File: config.mk
export PLATFORM = sky130hd
export DESIGN_NAME = check_engine
export DESIGN_NICKNAME = d
export VERILOG_FILES = /design/src/pkg/crc16_pkg.sv /design/src/hw/byte_skid_buf.sv /design/src/hw/check_engine.sv
export VERILOG_INCLUDE_DIRS = /design/src /design/src/pkg
export SDC_FILE = /design/constraint.sdc
export NUM_CORES = 1
export LEC_CHECK = 0
export ABC_CLOCK_PERIOD_IN_PS = 2800
export BUFFER_PORTS_ARGS = -buffer_cell sky130_fd_sc_hd__buf_2
export CAP_MARGIN = 20
export CORE_ASPECT_RATIO = 0.8
export CORE_UTILIZATION = 55
export DETAILED_ROUTE_END_ITERATION = 12
export GPL_ROUTABILITY_DRIVEN = 0
export GPL_TIMING_DRIVEN = 0
export PLACE_DENSITY_LB_ADDON = 0.05
export SYNTH_ARGS = -nofsm -noshare
export SYNTH_HDL_FRONTEND = slang
export SYNTH_SLANG_ARGS = --single-unit
File: constraint.sdc
create_clock -name core_clk_i -period 2.8 [get_ports core_clk_i]
set_input_delay 0.28 -clock core_clk_i [delete_from_list [all_inputs] [get_ports core_clk_i]]
set_output_delay 0.28 -clock core_clk_i [all_outputs]
set_load 0.02 [all_outputs]
File: src/pkg/crc16_cfg.svh
// constants for the 16-bit check engine: polynomial, seeds, flash block size
`ifndef CRC16_CFG_SVH
`define CRC16_CFG_SVH

`define CRC_POLY        16'h1021
`define CRC_SEED_ZERO   16'h0000
`define CRC_SEED_ONES   16'hFFFF
`define CRC_RESET_VALUE 16'h0000
`define CRC_BLOCK_BYTES 9'h100
`define CRC_BLOCK_LAST  8'hFF
`define CRC_ADDR_W      14

`endif

File: src/pkg/crc16_pkg.sv
// types shared by the 16-bit check engine
`default_nettype none
package crc16_pkg;
    typedef logic [7:0]  byte_t;
    typedef logic [15:0] crc_t;

    typedef enum logic [1:0] {
        ST_IDLE  = 2'b00,
        ST_FETCH = 2'b01,
        ST_WAIT  = 2'b10
    } scan_state_e;

    // one byte headed for the folding logic
    typedef struct packed {
        logic  reflect;
        byte_t data;
    } feed_s;
endpackage : crc16_pkg
`default_nettype wire

File: src/hw/byte_skid_buf.sv
// two-entry buffer with valid/ready on both sides
`default_nettype none
module byte_skid_buf (
    input  wire logic            core_clk_i,
    input  wire logic            nrst_i,
    input  wire logic            in_valid_i,
    output logic                 in_ready_o,
    input  wire crc16_pkg::feed_s in_data_i,
    output logic                 out_valid_o,
    input  wire logic            out_ready_i,
    output crc16_pkg::feed_s     out_data_o
);
    // ----------------------------------------
    // storage
    // ----------------------------------------
    crc16_pkg::feed_s mem [2];
    crc16_pkg::feed_s next_mem [2];
    logic       wr_ptr;
    logic       rd_ptr;
    logic [1:0] count;
    logic       next_wr_ptr;
    logic       next_rd_ptr;
    logic [1:0] next_count;
    logic       push;
    logic       pop;

    assign in_ready_o  = (count != 2'h2);
    assign out_valid_o = (count != 2'h0);
    assign out_data_o  = mem[rd_ptr];
    assign push = in_valid_i && in_ready_o;
    assign pop  = out_valid_o && out_ready_i;

    // pointer and occupancy update
    always_comb begin
        next_mem    = mem;
        next_wr_ptr = wr_ptr;
        next_rd_ptr = rd_ptr;
        next_count  = count;
        if (push) begin
            next_mem[wr_ptr] = in_data_i;
            next_wr_ptr      = ~wr_ptr;
        end
        if (pop) begin
            next_rd_ptr = ~rd_ptr;
        end
        if (push && !pop) begin
            next_count = count + 2'h1;
        end else if (pop && !push) begin
            next_count = count - 2'h1;
        end
    end

    always_ff @(posedge core_clk_i or negedge nrst_i) begin
        if (!nrst_i) begin
            mem[0] <= '0;
            mem[1] <= '0;
            wr_ptr <= 1'b0;
            rd_ptr <= 1'b0;
            count  <= 2'h0;
        end else begin
            mem    <= next_mem;
            wr_ptr <= next_wr_ptr;
            rd_ptr <= next_rd_ptr;
            count  <= next_count;
        end
    end
endmodule : byte_skid_buf
`default_nettype wire

File: src/hw/check_engine.sv
// 16-bit check engine over core-written bytes or automatic flash block scans
`default_nettype none
`include "crc16_cfg.svh"
// ----------------------------------------
// timing at a glance
// ----------------------------------------
// core byte: taken on an edge with valid and ready high,
// parked in the buffer, folded on the following edge
// scan: busy rises on the start edge, request one edge later;
// each flash byte costs a fetch edge plus the ack wait
// done pulses on the edge of the last ack, result one later
// limitation: core writes are refused for the whole scan
// seed load waits for an empty buffer so no byte is lost
module check_engine (
    input  wire logic                    core_clk_i,
    input  wire logic                    nrst_i,
    input  wire logic                    seed_load_i,
    input  wire logic                    seed_ones_i,
    input  wire logic                    reflect_i,
    input  wire logic                    wr_valid_i,
    input  wire crc16_pkg::byte_t        wr_data_i,
    output logic                         wr_ready_o,
    input  wire logic                    scan_start_i,
    input  wire logic [`CRC_ADDR_W-9:0]  scan_block_i,
    input  wire logic [7:0]              scan_count_i,
    output logic                         flash_req_o,
    output logic [`CRC_ADDR_W-1:0]       flash_addr_o,
    input  wire logic                    flash_ack_i,
    input  wire crc16_pkg::byte_t        flash_data_i,
    output logic                         busy_o,
    output logic                         done_o,
    output crc16_pkg::crc_t              result_o
);
    // ----------------------------------------
    // byte folding
    // ----------------------------------------
    // msb-first shift, eight steps unrolled by the loop
    function automatic crc16_pkg::crc_t fold(input crc16_pkg::crc_t c,
                                             input crc16_pkg::byte_t d);
        crc16_pkg::crc_t r;
        r = c ^ {d, 8'h00};
        for (int i = 0; i < 8; i++) begin
            r = r[15] ? ((r << 1) ^ `CRC_POLY) : (r << 1);
        end
        return r;
    endfunction : fold

    // bit reversal of one byte, used when reflect is set
    function automatic crc16_pkg::byte_t flip(input crc16_pkg::byte_t d);
        crc16_pkg::byte_t r;
        r = '0;
        for (int i = 0; i < 8; i++) begin
            r[i] = d[7-i];
        end
        return r;
    endfunction : flip

    // ----------------------------------------
    // scan sequencer state
    // ----------------------------------------
    crc16_pkg::scan_state_e      state;
    crc16_pkg::scan_state_e      next_state;
    logic [`CRC_ADDR_W-1:0]      addr;
    logic [`CRC_ADDR_W-1:0]      next_addr;
    logic [7:0]                  blocks_left;
    logic [7:0]                  next_blocks_left;
    logic                        next_flash_req;
    logic                        next_done;
    logic                        next_busy;
    crc16_pkg::crc_t             next_result;
    logic                        scanning;

    // buffer feed: flash bytes while scanning, core bytes otherwise
    logic                        buf_in_valid;
    logic                        buf_in_ready;
    crc16_pkg::feed_s            buf_in;
    logic                        buf_out_valid;
    crc16_pkg::feed_s            buf_out;
    logic                        next_wr_ready;

    // ----------------------------------------
    // byte source select
    // ----------------------------------------
    // scanning is any state but idle; the mux follows it
    assign scanning = (state != crc16_pkg::ST_IDLE);

    // reflect rides with the byte so a later change cannot touch it
    always_comb begin
        buf_in.reflect = reflect_i;
        if (scanning) begin
            buf_in_valid = (state == crc16_pkg::ST_WAIT) && flash_ack_i;
            buf_in.data  = flash_data_i;
        end else begin
            buf_in_valid = wr_valid_i && wr_ready_o;
            buf_in.data  = wr_data_i;
        end
    end

    // ----------------------------------------
    // two-entry buffer
    // ----------------------------------------
    // the fold drains every cycle, so its ready is tied high
    byte_skid_buf u_buf (
        .core_clk_i  (core_clk_i),
        .nrst_i      (nrst_i),
        .in_valid_i  (buf_in_valid),
        .in_ready_o  (buf_in_ready),
        .in_data_i   (buf_in),
        .out_valid_o (buf_out_valid),
        .out_ready_i (1'b1),
        .out_data_o  (buf_out)
    );

    // ----------------------------------------
    // sequencer next state
    // ----------------------------------------
    // a request is only raised while the buffer has room, so an ack
    // never meets a full buffer; seed load is ignored mid-scan
    always_comb begin
        next_state       = state;
        next_addr        = addr;
        next_blocks_left = blocks_left;
        next_flash_req   = 1'b0;
        next_done        = 1'b0;
        unique case (state)
            crc16_pkg::ST_IDLE: begin
                if (scan_start_i && !buf_out_valid) begin
                    next_addr        = {scan_block_i, 8'h00};
                    next_blocks_left = scan_count_i;
                    next_state       = crc16_pkg::ST_FETCH;
                end
            end
            crc16_pkg::ST_FETCH: begin
                if (buf_in_ready) begin
                    next_flash_req = 1'b1;
                    next_state     = crc16_pkg::ST_WAIT;
                end
            end
            crc16_pkg::ST_WAIT: begin
                next_flash_req = !flash_ack_i;
                if (flash_ack_i) begin
                    next_addr = addr + `CRC_ADDR_W'(1);
                    if (addr[7:0] == `CRC_BLOCK_LAST) begin
                        next_blocks_left = blocks_left - 8'h01;
                    end
                    // a count of zero is taken as one block
                    if (addr[7:0] == `CRC_BLOCK_LAST && blocks_left <= 8'h01) begin
                        next_state = crc16_pkg::ST_IDLE;
                        next_done  = 1'b1;
                    end else begin
                        next_state = crc16_pkg::ST_FETCH;
                    end
                end
            end
            default: begin
                next_state = crc16_pkg::ST_IDLE; // unused code falls back to idle
            end
        endcase
    end

    // ----------------------------------------
    // running check value
    // ----------------------------------------
    // one byte leaves the buffer and is folded every cycle
    always_comb begin
        next_result   = result_o;
        next_busy     = (next_state != crc16_pkg::ST_IDLE);
        // core writes open only when idle and the buffer has room
        next_wr_ready = !next_flash_req && !next_busy && buf_in_ready;
        if (seed_load_i && !scanning && !buf_out_valid) begin
            next_result = seed_ones_i ? `CRC_SEED_ONES : `CRC_SEED_ZERO;
        end else if (buf_out_valid) begin
            next_result = fold(result_o, buf_out.reflect ? flip(buf_out.data)
                                                         : buf_out.data);
        end
    end

    // ----------------------------------------
    // state and output registers
    // ----------------------------------------
    // outputs straight from flops; nothing but registering here
    always_ff @(posedge core_clk_i or negedge nrst_i) begin
        if (!nrst_i) begin
            state       <= crc16_pkg::ST_IDLE;
            addr        <= '0;
            blocks_left <= 8'h00;
            flash_req_o <= 1'b0;
            done_o      <= 1'b0;
            busy_o      <= 1'b0;
            wr_ready_o  <= 1'b0;
            result_o    <= `CRC_RESET_VALUE;
        end else begin
            state       <= next_state;
            addr        <= next_addr;
            blocks_left <= next_blocks_left;
            flash_req_o <= next_flash_req;
            done_o      <= next_done;
            busy_o      <= next_busy;
            wr_ready_o  <= next_wr_ready;
            result_o    <= next_result;
        end
    end

    // ----------------------------------------
    // flash address output
    // ----------------------------------------
    // address register tracks the byte being fetched
    always_ff @(posedge core_clk_i or negedge nrst_i) begin
        if (!nrst_i) begin
            flash_addr_o <= '0;
        end else begin
            flash_addr_o <= next_addr;
        end
    end
endmodule : check_engine
`default_nettype wire

==> results of run 1 <==
layout by cell type, fill, tap and decap left out, types with 5 or more instances in the layout:
cell                       instances
sky130_fd_sc_hd__a21oi_1          35
sky130_fd_sc_hd__buf_2            71
sky130_fd_sc_hd__clkbuf_1         11
sky130_fd_sc_hd__clkbuf_8         12
sky130_fd_sc_hd__dfrtp_1          66
sky130_fd_sc_hd__ha_1              8
sky130_fd_sc_hd__inv_1             7
sky130_fd_sc_hd__mux2i_1          29
sky130_fd_sc_hd__nand2_1          29
sky130_fd_sc_hd__nand3_1          14
sky130_fd_sc_hd__nor2_1           32
sky130_fd_sc_hd__nor3_1            6
sky130_fd_sc_hd__nor3b_1           5
sky130_fd_sc_hd__o21ai_0          36
sky130_fd_sc_hd__o22ai_1          10
sky130_fd_sc_hd__xnor2_1          19
sky130_fd_sc_hd__xnor2_2           5
sky130_fd_sc_hd__xor2_1            8
power by group through the flow:
stage          sequential (mW)  clock [mW]  combinational (mW)
6_report                  1.80       0.832                3.85
3_5_place_dp              1.81           0                3.84
2_1_floorplan             1.97           0                2.85
4_1_cts                   1.79       0.845                3.88
3_3_place_gp              1.80           0                3.76
5_1_grt                   1.85       0.889                4.24
Yosys cell counts, types with 5 or more instances:
| library cell | n |
|---|---|
| sky130_fd_sc_hd__dfrtp_1 | 66 |
| sky130_fd_sc_hd__o21ai_0 | 36 |
| sky130_fd_sc_hd__a21oi_1 | 35 |
| sky130_fd_sc_hd__nor2_1 | 32 |
| sky130_fd_sc_hd__mux2i_1 | 29 |
| sky130_fd_sc_hd__nand2_1 | 29 |
| sky130_fd_sc_hd__xnor2_1 | 19 |
| sky130_fd_sc_hd__nand3_1 | 14 |
| sky130_fd_sc_hd__clkbuf_1 | 11 |
| sky130_fd_sc_hd__o22ai_1 | 10 |
| sky130_fd_sc_hd__ha_1 | 8 |
| sky130_fd_sc_hd__xor2_1 | 8 |
| sky130_fd_sc_hd__inv_1 | 7 |
| sky130_fd_sc_hd__nor3_1 | 6 |
| sky130_fd_sc_hd__nor3b_1 | 5 |
| sky130_fd_sc_hd__xnor2_2 | 5 |
worst min-delay path by stage:
stage / to / slack, ns / cells after the start / from
floorplan: blocks_left[0] / -0.02 / 0 / nrst_i
global placement: u_buf.mem[5] / 0.46 / 2 / u_buf.mem[5]
detailed placement: flash_addr_o[6] / 0.43 / 1 / nrst_i
CTS: flash_addr_o[6] / 0.06 / 1 / nrst_i
global route: flash_addr_o[7] / 0.09 / 1 / nrst_i
finish: flash_addr_o[6] / 0.03 / 1 / nrst_i
final cells by class:
class,instances,area share
buffer,14,0.0156
clock buffer,13,0.0398
clock inverter,2,0.00826
inverter,8,0.00708
multi-input combinational,276,0.431
sequential,66,0.389
tap,81,0.0239
timing repair buffer,71,0.0844
routing by layer:
| layer | wire length [microns] | up-vias |
|---|---|---|
| met3 | 329 | 6 |
| met4 | 50 | 0 |
| met1 | 3870 | 1396 |
| met5 | 0 | - |
| li1 | - | 1445 |
| met2 | 3410 | 69 |
per-stage QoR:
stage / hold WS [ns] / utilization / setup WS, ns / instances / power (mW)
final: 0.0267 / 0.695 / 0.247 / 531 / 6.48
after global placement: 0.460 / 0.661 / 0.228 / 516 / 5.55
after floorplan: -0.0156 / - / 0.674 / 364 / 4.82
after global routing: 0.0888 / 0.695 / 0.0431 / 531 / 6.98
after detailed placement: 0.433 / 0.662 / 0.178 / 516 / 5.64
after CTS: 0.0611 / 0.695 / 0.142 / 531 / 6.51
logic make-up after synthesis:
| logic type | Yosys count |
|---|---|
| muxes | 33 |
| AOI/OAI and AO/OA | 93 |
| adders and majority gates | 8 |
| DFF | 66 |
| buffers and inverters | 22 |
| and+or+nand+nor | 108 |
| xor gates and xnor gates | 34 |
flip-flops by register name (all words and copies together) (netlist names):
register / cells
result_o: 16
wr_ready_o: 1
done_o: 1
blocks_left: 8
flash_addr_o: 14
busy_o: 1
state: 2
flash_req_o: 1
u_buf.mem: 18
u_buf.rd_ptr: 1
u_buf.wr_ptr: 1
u_buf.count: 2
worst max-delay path: stages (launching register included):
cell and delay (ns):
sky130_fd_sc_hd__dfrtp_1 0.44, sky130_fd_sc_hd__inv_1 0.11, sky130_fd_sc_hd__ha_1 0.14, sky130_fd_sc_hd__clkbuf_1 0.30, sky130_fd_sc_hd__nand3_1 0.15, sky130_fd_sc_hd__a21oi_1 0.36, sky130_fd_sc_hd__nor2b_1 0.18, sky130_fd_sc_hd__clkbuf_1 0.32
sky130_fd_sc_hd__clkbuf_2 0.30, sky130_fd_sc_hd__nor2_1 0.06, sky130_fd_sc_hd__a21oi_1 0.11
repair_timing:
item | CTS | global route
setup endpoints to repair | 0 | 8
hold buffers | 0 | 0
gates resized for setup | 0 | 2
setup buffers | 0 | 0
endpoints found under the hold margin | 0 | 0
==> results.cfg, run 1 <==
[run_status]
outcome = finished, final reports clean

[clock_tree]
clock_latency_ns = 0.35
cts-buffers-inserted = 9
clock_path_buffers = 2
tritoncts = yes
cts.reportedPaths.clkPinSlew_ns = 0.07
numClockSinks = 66
ctsHtreeMaxLevel = 3
cts.root.buffer_cell = sky130_fd_sc_hd__clkbuf_8

[detailed_routing]
vias = 2916
drtPass1Iterations = 4
wl_per_cell_microns = 14.4
1st_iter_drt_viols = 182
via_per_inst = 5.49
routed_wirelength_microns = 7660
drc_errors = 0
detail-route-antenna-nets = 0

[synth]
muxShareOfSynthArea = 0.0969
synth-main-ff-cell = sky130_fd_sc_hd__dfrtp_1
yosysWarnings = 0
seq_area_frac_synth = 0.462
post_synthesis_share_of_cell_area_spent_on_and_or_nand_and_nor_gates = 0.145
synth_compound_gate_area_share = 0.143
synthesis.area_per_instance_sq_um = 9.82
synth_enable_flop_cells = 0
adder_cell_area_share_of_the_yosys_netlist = 0.0280
netlist_area_sq_um = 3580
yosys.area_share.xor_xnor = 0.0980
yosys-top-cells-area = sky130_fd_sc_hd__dfrtp_1 (46%), sky130_fd_sc_hd__mux2i_1 (8.1%), sky130_fd_sc_hd__o21ai_0 (5.0%)
postSynthCellCount = 364
synth_top_cell_area_share = 0.462
synth_largest_area_cell = sky130_fd_sc_hd__dfrtp_1
async_reset_ff_frac = 1.00
postSynthNetCount = 410
netlist-cell-type-count = 43
largest_family_of_logic_cells_by_synthesized_area = simple AND/OR/NAND/NOR gates
synth.ff_latch_count = 66

[placed_design]
hpwlAfterDp_microns = 5540
post_dp_cell_area_sq_um = 4040
port_buffers = 71

[grt]
grt_pass1_wl_microns = 12500
grt_overflow = 0
first_global_vias = 2520
initial_antenna_violation_count = 0
use_met1 = 0.361
met2_capacity_usage_during_global_routing = 0.337
global_route_total_usage_across_every_layer = 0.239
globalRouteMet3Util = 0.0736
grt-busiest-layer = met1
grt_start_max_net_pins = 67

[timing]
grt_setup_unrepaired = false
clock-skew-final_ns = 0.00423
timing.final.hold_violations = 0
fmaxAchievable_mhz = 392
final-max-slew-violation-count = 0
max_slew.worst_pin.slew_ns = 0.818
layout_min_cycle_time_ns = 2.55
post-route-period-util = 0.912
finalSetupViolCount = 0
slew-limit-headroom = 0.450
setup_tns_ns = 0

[layout]
multiInputGateArea_sq_um = 1830
area_growth_pct = 18.6
fill_cell_total_of_the_finished_layout = 502
final_area_sq_um = 4240
final_layout_size_suffix_gt1_frac = 0.231
nNetsFinal = 492
regArea_sq_um = 1650
insertedDiodeCount = 0

[power_and_ir_drop]
leakage_power_nw = 1.99
sequentialPowerShare = 0.277
power.share.clock = 0.128
p_per_area_nw_per_um2 = 1530
max-vdd-ir-drop_uv = 643
sw_frac_of_total = 0.440
switchingPower_mw = 2.85
internal-power_mw = 3.63
power.combinational.fraction = 0.594

[critical_path]
worst_ep_required_time_ns = 3.07
worst-path-max-fanout = 10
worstSetupEndpoint = u_buf.mem[15]
r2r_slack_ns = 0.25
r2r-end = u_buf.mem[15]
critical_path_arrival_ns = 2.83
timing.critical_path.from = state[0]
r2r_cells = 10
critical_path_class = reg2reg
worst_r2r_startpoint = state[0]
timing.critical_path.from_type = flip-flop
kind_of_end_point_of_the_critical_path = flip-flop

[worst_hold_path]
timing.hold.worst.class = in2async

[floorplan]
rows = 25
initial_core_util = 0.586
core-area_sq_um = 6100
die_w_microns = 92.2
die_y_microns = 74.1
die_area_sq_um = 6830
top_level_ports = 72

[run]
cap_viol_max_count = 0
Power figures use the tool's default switching activity.
==> run 2: changes to the inputs <==
--- a/config.mk
+++ b/config.mk
@@ -10,11 +10,12 @@
 export BUFFER_PORTS_ARGS = -buffer_cell sky130_fd_sc_hd__buf_2
 export CAP_MARGIN = 20
 export CORE_ASPECT_RATIO = 0.8
-export CORE_UTILIZATION = 55
+export CORE_UTILIZATION = 56
 export DETAILED_ROUTE_END_ITERATION = 12
 export GPL_ROUTABILITY_DRIVEN = 0
 export GPL_TIMING_DRIVEN = 0
 export PLACE_DENSITY_LB_ADDON = 0.05
 export SYNTH_ARGS = -nofsm -noshare
 export SYNTH_HDL_FRONTEND = slang
+export SYNTH_HIERARCHICAL = 1
 export SYNTH_SLANG_ARGS = --single-unit
==> results.cfg, run 2 <==
[synth]
synth.top_cells.by_count = sky130_fd_sc_hd__dfrtp_1 (66), sky130_fd_sc_hd__nand2_1 (30), sky130_fd_sc_hd__a21oi_1 (23), sky130_fd_sc_hd__o21ai_0 (23), sky130_fd_sc_hd__nor2_1 (22)
synth_compound_gate_area_share = 0.114
largest_family_of_logic_cells_by_synthesized_area = simple AND/OR/NAND/NOR gates
postSynthCellCount = 361
synth_largest_area_cell = sky130_fd_sc_hd__dfrtp_1
synthesis.area_per_instance_sq_um = 10.4
netlist-cell-type-count = 55
synth.ff_latch_count = 66
postSynthNetCount = 407
yosys.area_share.xor_xnor = 0.0660
adder_cell_area_share_of_the_yosys_netlist = 0.0265
yosys-top-cells-area = sky130_fd_sc_hd__dfrtp_1 (44%), sky130_fd_sc_hd__mux2_4 (7.2%), sky130_fd_sc_hd__mux2_2 (5.1%)
yosysWarnings = 6
async_reset_ff_frac = 1.00
synth_top_cell_area_share = 0.438
yosysMostFrequentCell = sky130_fd_sc_hd__dfrtp_1
synth-main-ff-cell = sky130_fd_sc_hd__dfrtp_1
seq_area_frac_synth = 0.438
post_synthesis_share_of_cell_area_spent_on_and_or_nand_and_nor_gates = 0.167
netlist_area_sq_um = 3770
muxShareOfSynthArea = 0.158
synth_enable_flop_cells = 0

[layout]
post-route-util = 0.691
highest_count_cells_in_the_layout_ignoring_fill_and_taps = sky130_fd_sc_hd__buf_2 (75), sky130_fd_sc_hd__dfrtp_1 (66), sky130_fd_sc_hd__nand2_1 (30)
insertedDiodeCount = 0
area_growth_pct = 18.0
instances_no_fill = 532
final_area_sq_um = 4450
nNetsFinal = 489
layout.cells.most_common = sky130_fd_sc_hd__buf_2
largest_register_by_flop_count = u_buf/mem
largest_register_ff_count = 18
final_layout_size_suffix_gt1_frac = 0.328
layout_top_registers = u_buf/mem (18), result_o (16), flash_addr_o (14)

[clock_tree]
clock_latency_ns = 0.35
ctsHtreeMaxLevel = 3
cts-buffers-inserted = 9
numClockSinks = 66
clock_path_buffers = 2
cts.root.buffer_cell = sky130_fd_sc_hd__clkbuf_8
tritoncts = yes
cts.reportedPaths.clkPinSlew_ns = 0.07
cts-hold-fix-buffers = 0

[detailed_routing]
wl_per_cell_microns = 15.7
detail-route-antenna-nets = 0
drtPass1Iterations = 5
routed_wirelength_microns = 8340
via_per_inst = 5.57
1st_iter_drt_viols = 115
drc_errors = 0
vias = 2965

[critical_path]
crit_path_top_delay_cell = sky130_fd_sc_hd__dfrtp_1
timing.critical_path.from_type = flip-flop
worstPathCellList = inv_1 > ha_1 > clkbuf_1 > buf_2 > nand3_1 > o21ai_0 > and2_2 > ha_1 > nor2_1 > xor2_1
worst-path-max-fanout = 10
cp_num_cells = 10
worst_ep_required_time_ns = 3.07
crit_path_max_incr_delay_ns = 0.44
critical_path_class = reg2reg
worst_path_dominant_cell_family = buffers and inverters
worst_r2r_startpoint = state[0]
kind_of_end_point_of_the_critical_path = flip-flop
critPathMostFrequentCell = sky130_fd_sc_hd__ha_1
critical_path_arrival_ns = 2.86
timing.critical_path.from = state[0]
r2r-end = u_buf/count[1]
buffering_stage_count_on_the_worst_path_with_inverters_included = 3
r2r_slack_ns = 0.21
worstSetupEndpoint = u_buf/count[1]
r2r_cells = 10

[power_and_ir_drop]
leakage_power_nw = 2.07
max-vdd-ir-drop_uv = 911
p_per_area_nw_per_um2 = 1440
design_power_total_mw = 6.40

[floorplan]
rows = 26
top_level_ports = 72
die_area_sq_um = 7070
initial_core_util = 0.586
die_y_microns = 75.4
die_w_microns = 93.8
core-area_sq_um = 6440

[placed_design]
port_buffers = 71
pre_cts_ws_ns = 0.0113
post_dp_cell_area_sq_um = 4240
placedCellCount = 516
hpwlAfterDp_microns = 5860

[run]
cap_viol_max_count = 0

[grt]
global_route_total_usage_across_every_layer = 0.260
grt_overflow = 0
initial_antenna_violation_count = 0
first_global_vias = 2683
grt_pass1_wl_microns = 13700
grt_start_max_net_pins = 67

[timing]
grt_setup_unrepaired = false
timing.final.hold_violations = 0
fmaxAchievable_mhz = 386
slew-limit-headroom = 0.439
fin_hold_ws_ns = 0.0338
final-max-slew-violation-count = 0
clock-skew-final_ns = 0.00908
max_slew.worst_pin.slew_ns = 0.841
finalSetupViolCount = 0
setup_tns_ns = 0
fin_ws_ns = 0.210
layout_min_cycle_time_ns = 2.59
post-route-period-util = 0.925

[run_status]
outcome = finished, final reports clean

[worst_hold_path]
timing.hold.worst.class = in2async
run 2: repair_timing:
action                                  4_1_cts  5_1_grt
endpoints found under the setup margin        1        0
resized for setup                             1        0
hold endpoints to repair                      0        0
setup buffers                                 0        0
run 2: cell type report:
class | instances | area, sq um
Clock buffer | 13 | 169
Clock inverter | 3 | 46.3
Tap cell | 84 | 105
Sequential cell | 66 | 1650
Timing Repair Buffer | 71 | 358
Inverter | 7 | 26.3
Multi-Input combinational cell | 273 | 2010
Fill cell | 517 | 1990
Buffer | 15 | 85.1
run 2: how the worst min path moves through the flow:
stage	from	to	slack, ns	depth (start not counted)
3_5_place_dp	nrst_i	flash_addr_o[4]	0.43	1
6_report	nrst_i	flash_addr_o[13]	0.03	1
4_1_cts	nrst_i	flash_addr_o[7]	0.06	1
3_3_place_gp	u_buf/wr_ptr	u_buf/wr_ptr	0.47	1
5_1_grt	nrst_i	flash_addr_o[3]	0.10	1
2_1_floorplan	nrst_i	blocks_left[0]	-0.02	0
run 2: cells by family after synthesis:
| group | Yosys count |
|---|---|
| xor+xnor | 25 |
| compound gates | 72 |
| other cells | 1 |
| flops | 66 |
| buf+inv | 22 |
| fa+ha+maj | 8 |
| simple gates | 119 |
| mux | 48 |
run 2: worst register-to-register path: stages (launching register included):
cell	delay (ns)
sky130_fd_sc_hd__dfrtp_1	0.44
sky130_fd_sc_hd__inv_1	0.10
sky130_fd_sc_hd__ha_1	0.21
sky130_fd_sc_hd__clkbuf_1	0.36
sky130_fd_sc_hd__buf_2	0.34
sky130_fd_sc_hd__nand3_1	0.13
sky130_fd_sc_hd__o21ai_0	0.15
sky130_fd_sc_hd__and2_2	0.23
sky130_fd_sc_hd__ha_1	0.25
sky130_fd_sc_hd__nor2_1	0.15
sky130_fd_sc_hd__xor2_1	0.16
run 2: power breakdown:
part	leakage, nW	internal (mW)	switching, mW
Sequential	0.805	1.42	0.372
Combinational	1.16	1.70	2.05
Clock	0.106	0.486	0.371
run 2: metal layers:
metal	routed length, microns	up-vias	track usage	part of all wire
li1	-	1452	-	-
met1	4320	1426	0.407	0.52
met2	3560	78	0.354	0.43
met3	378	9	0.0579	0.045
met4	74	0	0.0821	0.0089
met5	0	-	0	0
==> run 3: changes to the inputs <==
--- a/config.mk
+++ b/config.mk
@@ -14,6 +14,7 @@
 export DETAILED_ROUTE_END_ITERATION = 12
 export GPL_ROUTABILITY_DRIVEN = 0
 export GPL_TIMING_DRIVEN = 0
+export MAX_ROUTING_LAYER = met4
 export PLACE_DENSITY_LB_ADDON = 0.05
 export SYNTH_ARGS = -nofsm -noshare
 export SYNTH_HDL_FRONTEND = slang
==> results.cfg, run 3 (same netlist as run 2, synthesis figures left out) <==
[run_status]
outcome = finished, final reports clean

[timing]
final-max-slew-violation-count = 0
post-route-period-util = 0.916
setup_tns_ns = 0
fmaxAchievable_mhz = 390
slew-limit-headroom = 0.447
fin_hold_ws_ns = 0.0343
layout_min_cycle_time_ns = 2.56
timing.final.hold_violations = 0
finalSetupViolCount = 0
grt_setup_unrepaired = false
clock-skew-final_ns = 0.00909
max_slew.worst_pin.slew_ns = 0.829
fin_ws_ns = 0.237

[floorplan]
initial_core_util = 0.586
top_level_ports = 72
die_area_sq_um = 7070
rows = 26
die_w_microns = 93.8
die_y_microns = 75.4
core-area_sq_um = 6440

[grt]
initial_antenna_violation_count = 0
globalRouteMet3Util = 0.0579
grt_start_max_net_pins = 67
grt_overflow = 0
grt_pass1_wl_microns = 13700
first_global_vias = 2673
grt-busiest-layer = met1
use_met1 = 0.407
met2_capacity_usage_during_global_routing = 0.354
global_route_total_usage_across_every_layer = 0.268

[critical_path]
critical_path_class = reg2reg
worst-path-max-fanout = 10
worst_path_dominant_cell_family = buffers and inverters
worst_ep_required_time_ns = 3.07
crit_path_max_incr_delay_ns = 0.44
timing.critical_path.from = state[0]
critical_path_arrival_ns = 2.83
buffering_stage_count_on_the_worst_path_with_inverters_included = 3
critPathMostFrequentCell = sky130_fd_sc_hd__ha_1
worst_r2r_startpoint = state[0]
kind_of_end_point_of_the_critical_path = flip-flop
timing.critical_path.from_type = flip-flop
worstPathCellList = inv_1 > ha_1 > clkbuf_1 > buf_2 > nand3_1 > o21ai_0 > and2_2 > ha_1 > nor2_1 > xor2_1
crit_path_top_delay_cell = sky130_fd_sc_hd__dfrtp_1

[clock_tree]
ctsHtreeMaxLevel = 3
cts-hold-fix-buffers = 0
clock_path_buffers = 2
cts-buffers-inserted = 9
cts.root.buffer_cell = sky130_fd_sc_hd__clkbuf_8
clock_latency_ns = 0.35
tritoncts = yes
cts.reportedPaths.clkPinSlew_ns = 0.07
numClockSinks = 66

[detailed_routing]
detail-route-antenna-nets = 0
routed_wirelength_microns = 8320
vias = 2960
wl_per_cell_microns = 15.6
via_per_inst = 5.56
1st_iter_drt_viols = 111
drtPass1Iterations = 5
drc_errors = 0

[layout]
area_growth_pct = 18.0
insertedDiodeCount = 0
nNetsFinal = 489
layout_top_registers = u_buf/mem (18), result_o (16), flash_addr_o (14)
final_area_sq_um = 4450
fill_cell_total_of_the_finished_layout = 517
largest_register_by_flop_count = u_buf/mem
highest_count_cells_in_the_layout_ignoring_fill_and_taps = sky130_fd_sc_hd__buf_2 (75), sky130_fd_sc_hd__dfrtp_1 (66), sky130_fd_sc_hd__nand2_1 (30)
largest_register_ff_count = 18
final_layout_size_suffix_gt1_frac = 0.328
post-route-util = 0.691
layout.cells.most_common = sky130_fd_sc_hd__buf_2
instances_no_fill = 532

[worst_hold_path]
timing.hold.worst.class = in2async

[run]
cap_viol_max_count = 0

[power_and_ir_drop]
leakage_power_nw = 2.07
design_power_total_mw = 6.40
p_per_area_nw_per_um2 = 1440
max-vdd-ir-drop_uv = 911

[placed_design]
post_dp_cell_area_sq_um = 4240
pre_cts_ws_ns = 0.0113
placedCellCount = 516
port_buffers = 71
hpwlAfterDp_microns = 5860
-- run 3: timing repair --
action                                  CTS  global route
gates resized for setup                   1             0
endpoints found under the setup margin    1             0
buffers inserted                          0             0
-- run 3: area by class of cell --
| class | instances | area [sq um] | area share |
|---|---|---|---|
| tap | 84 | 105 | 0.0236 |
| timing repair buffer | 71 | 358 | 0.0804 |
| buffer | 15 | 85.1 | 0.0191 |
| sequential | 66 | 1650 | 0.371 |
| multi-input combinational | 273 | 2010 | 0.452 |
| clock inverter | 3 | 46.3 | 0.0104 |
| inverter | 7 | 26.3 | 0.00590 |
| clock buffer | 13 | 169 | 0.0379 |
-- run 3: worst register-to-register path, delay by kind of cell (launching register included) --
| family | cells | cell delay, ns |
|---|---|---|
| AOI/OAI and AO/OA | 1 | 0.14 |
| xor gates and xnor gates | 1 | 0.16 |
| buffers and inverters | 3 | 0.79 |
| and+or+nand+nor | 3 | 0.49 |
| DFF | 1 | 0.44 |
| adders and majority gates | 2 | 0.46 |
-- run 3: final timing paths --
check | end | slack, ns | cells after the start
setup / recovery | u_buf/count[1] | 0.24 | 10
hold / removal | flash_addr_o[3] | 0.03 | 1
setup reg to reg | u_buf/count[1] | 0.24 | 10
hold reg to reg | u_buf/wr_ptr | 0.49 | 1
max in group asynchronous | result_o[4] | 2.23 | 1
min in group core_clk_i | u_buf/mem[8] | 0.17 | 2
-- run 3: metal layers --
layer,up-vias,wire length [microns],part of all wire
met2,82,3520,0.42
li1,1450,-,-
met4,0,84,0.010
met3,9,423,0.051
met5,-,0,0
met1,1419,4290,0.52
-- run 3: power breakdown --
part           internal [mW]  total (mW)  leakage [nW]  switching (mW)
clock                  0.486       0.858         0.106           0.372
combinational           1.70        3.75          1.16            2.05
sequential              1.42        1.79         0.805           0.372
total                   3.61        6.40          2.07            2.80
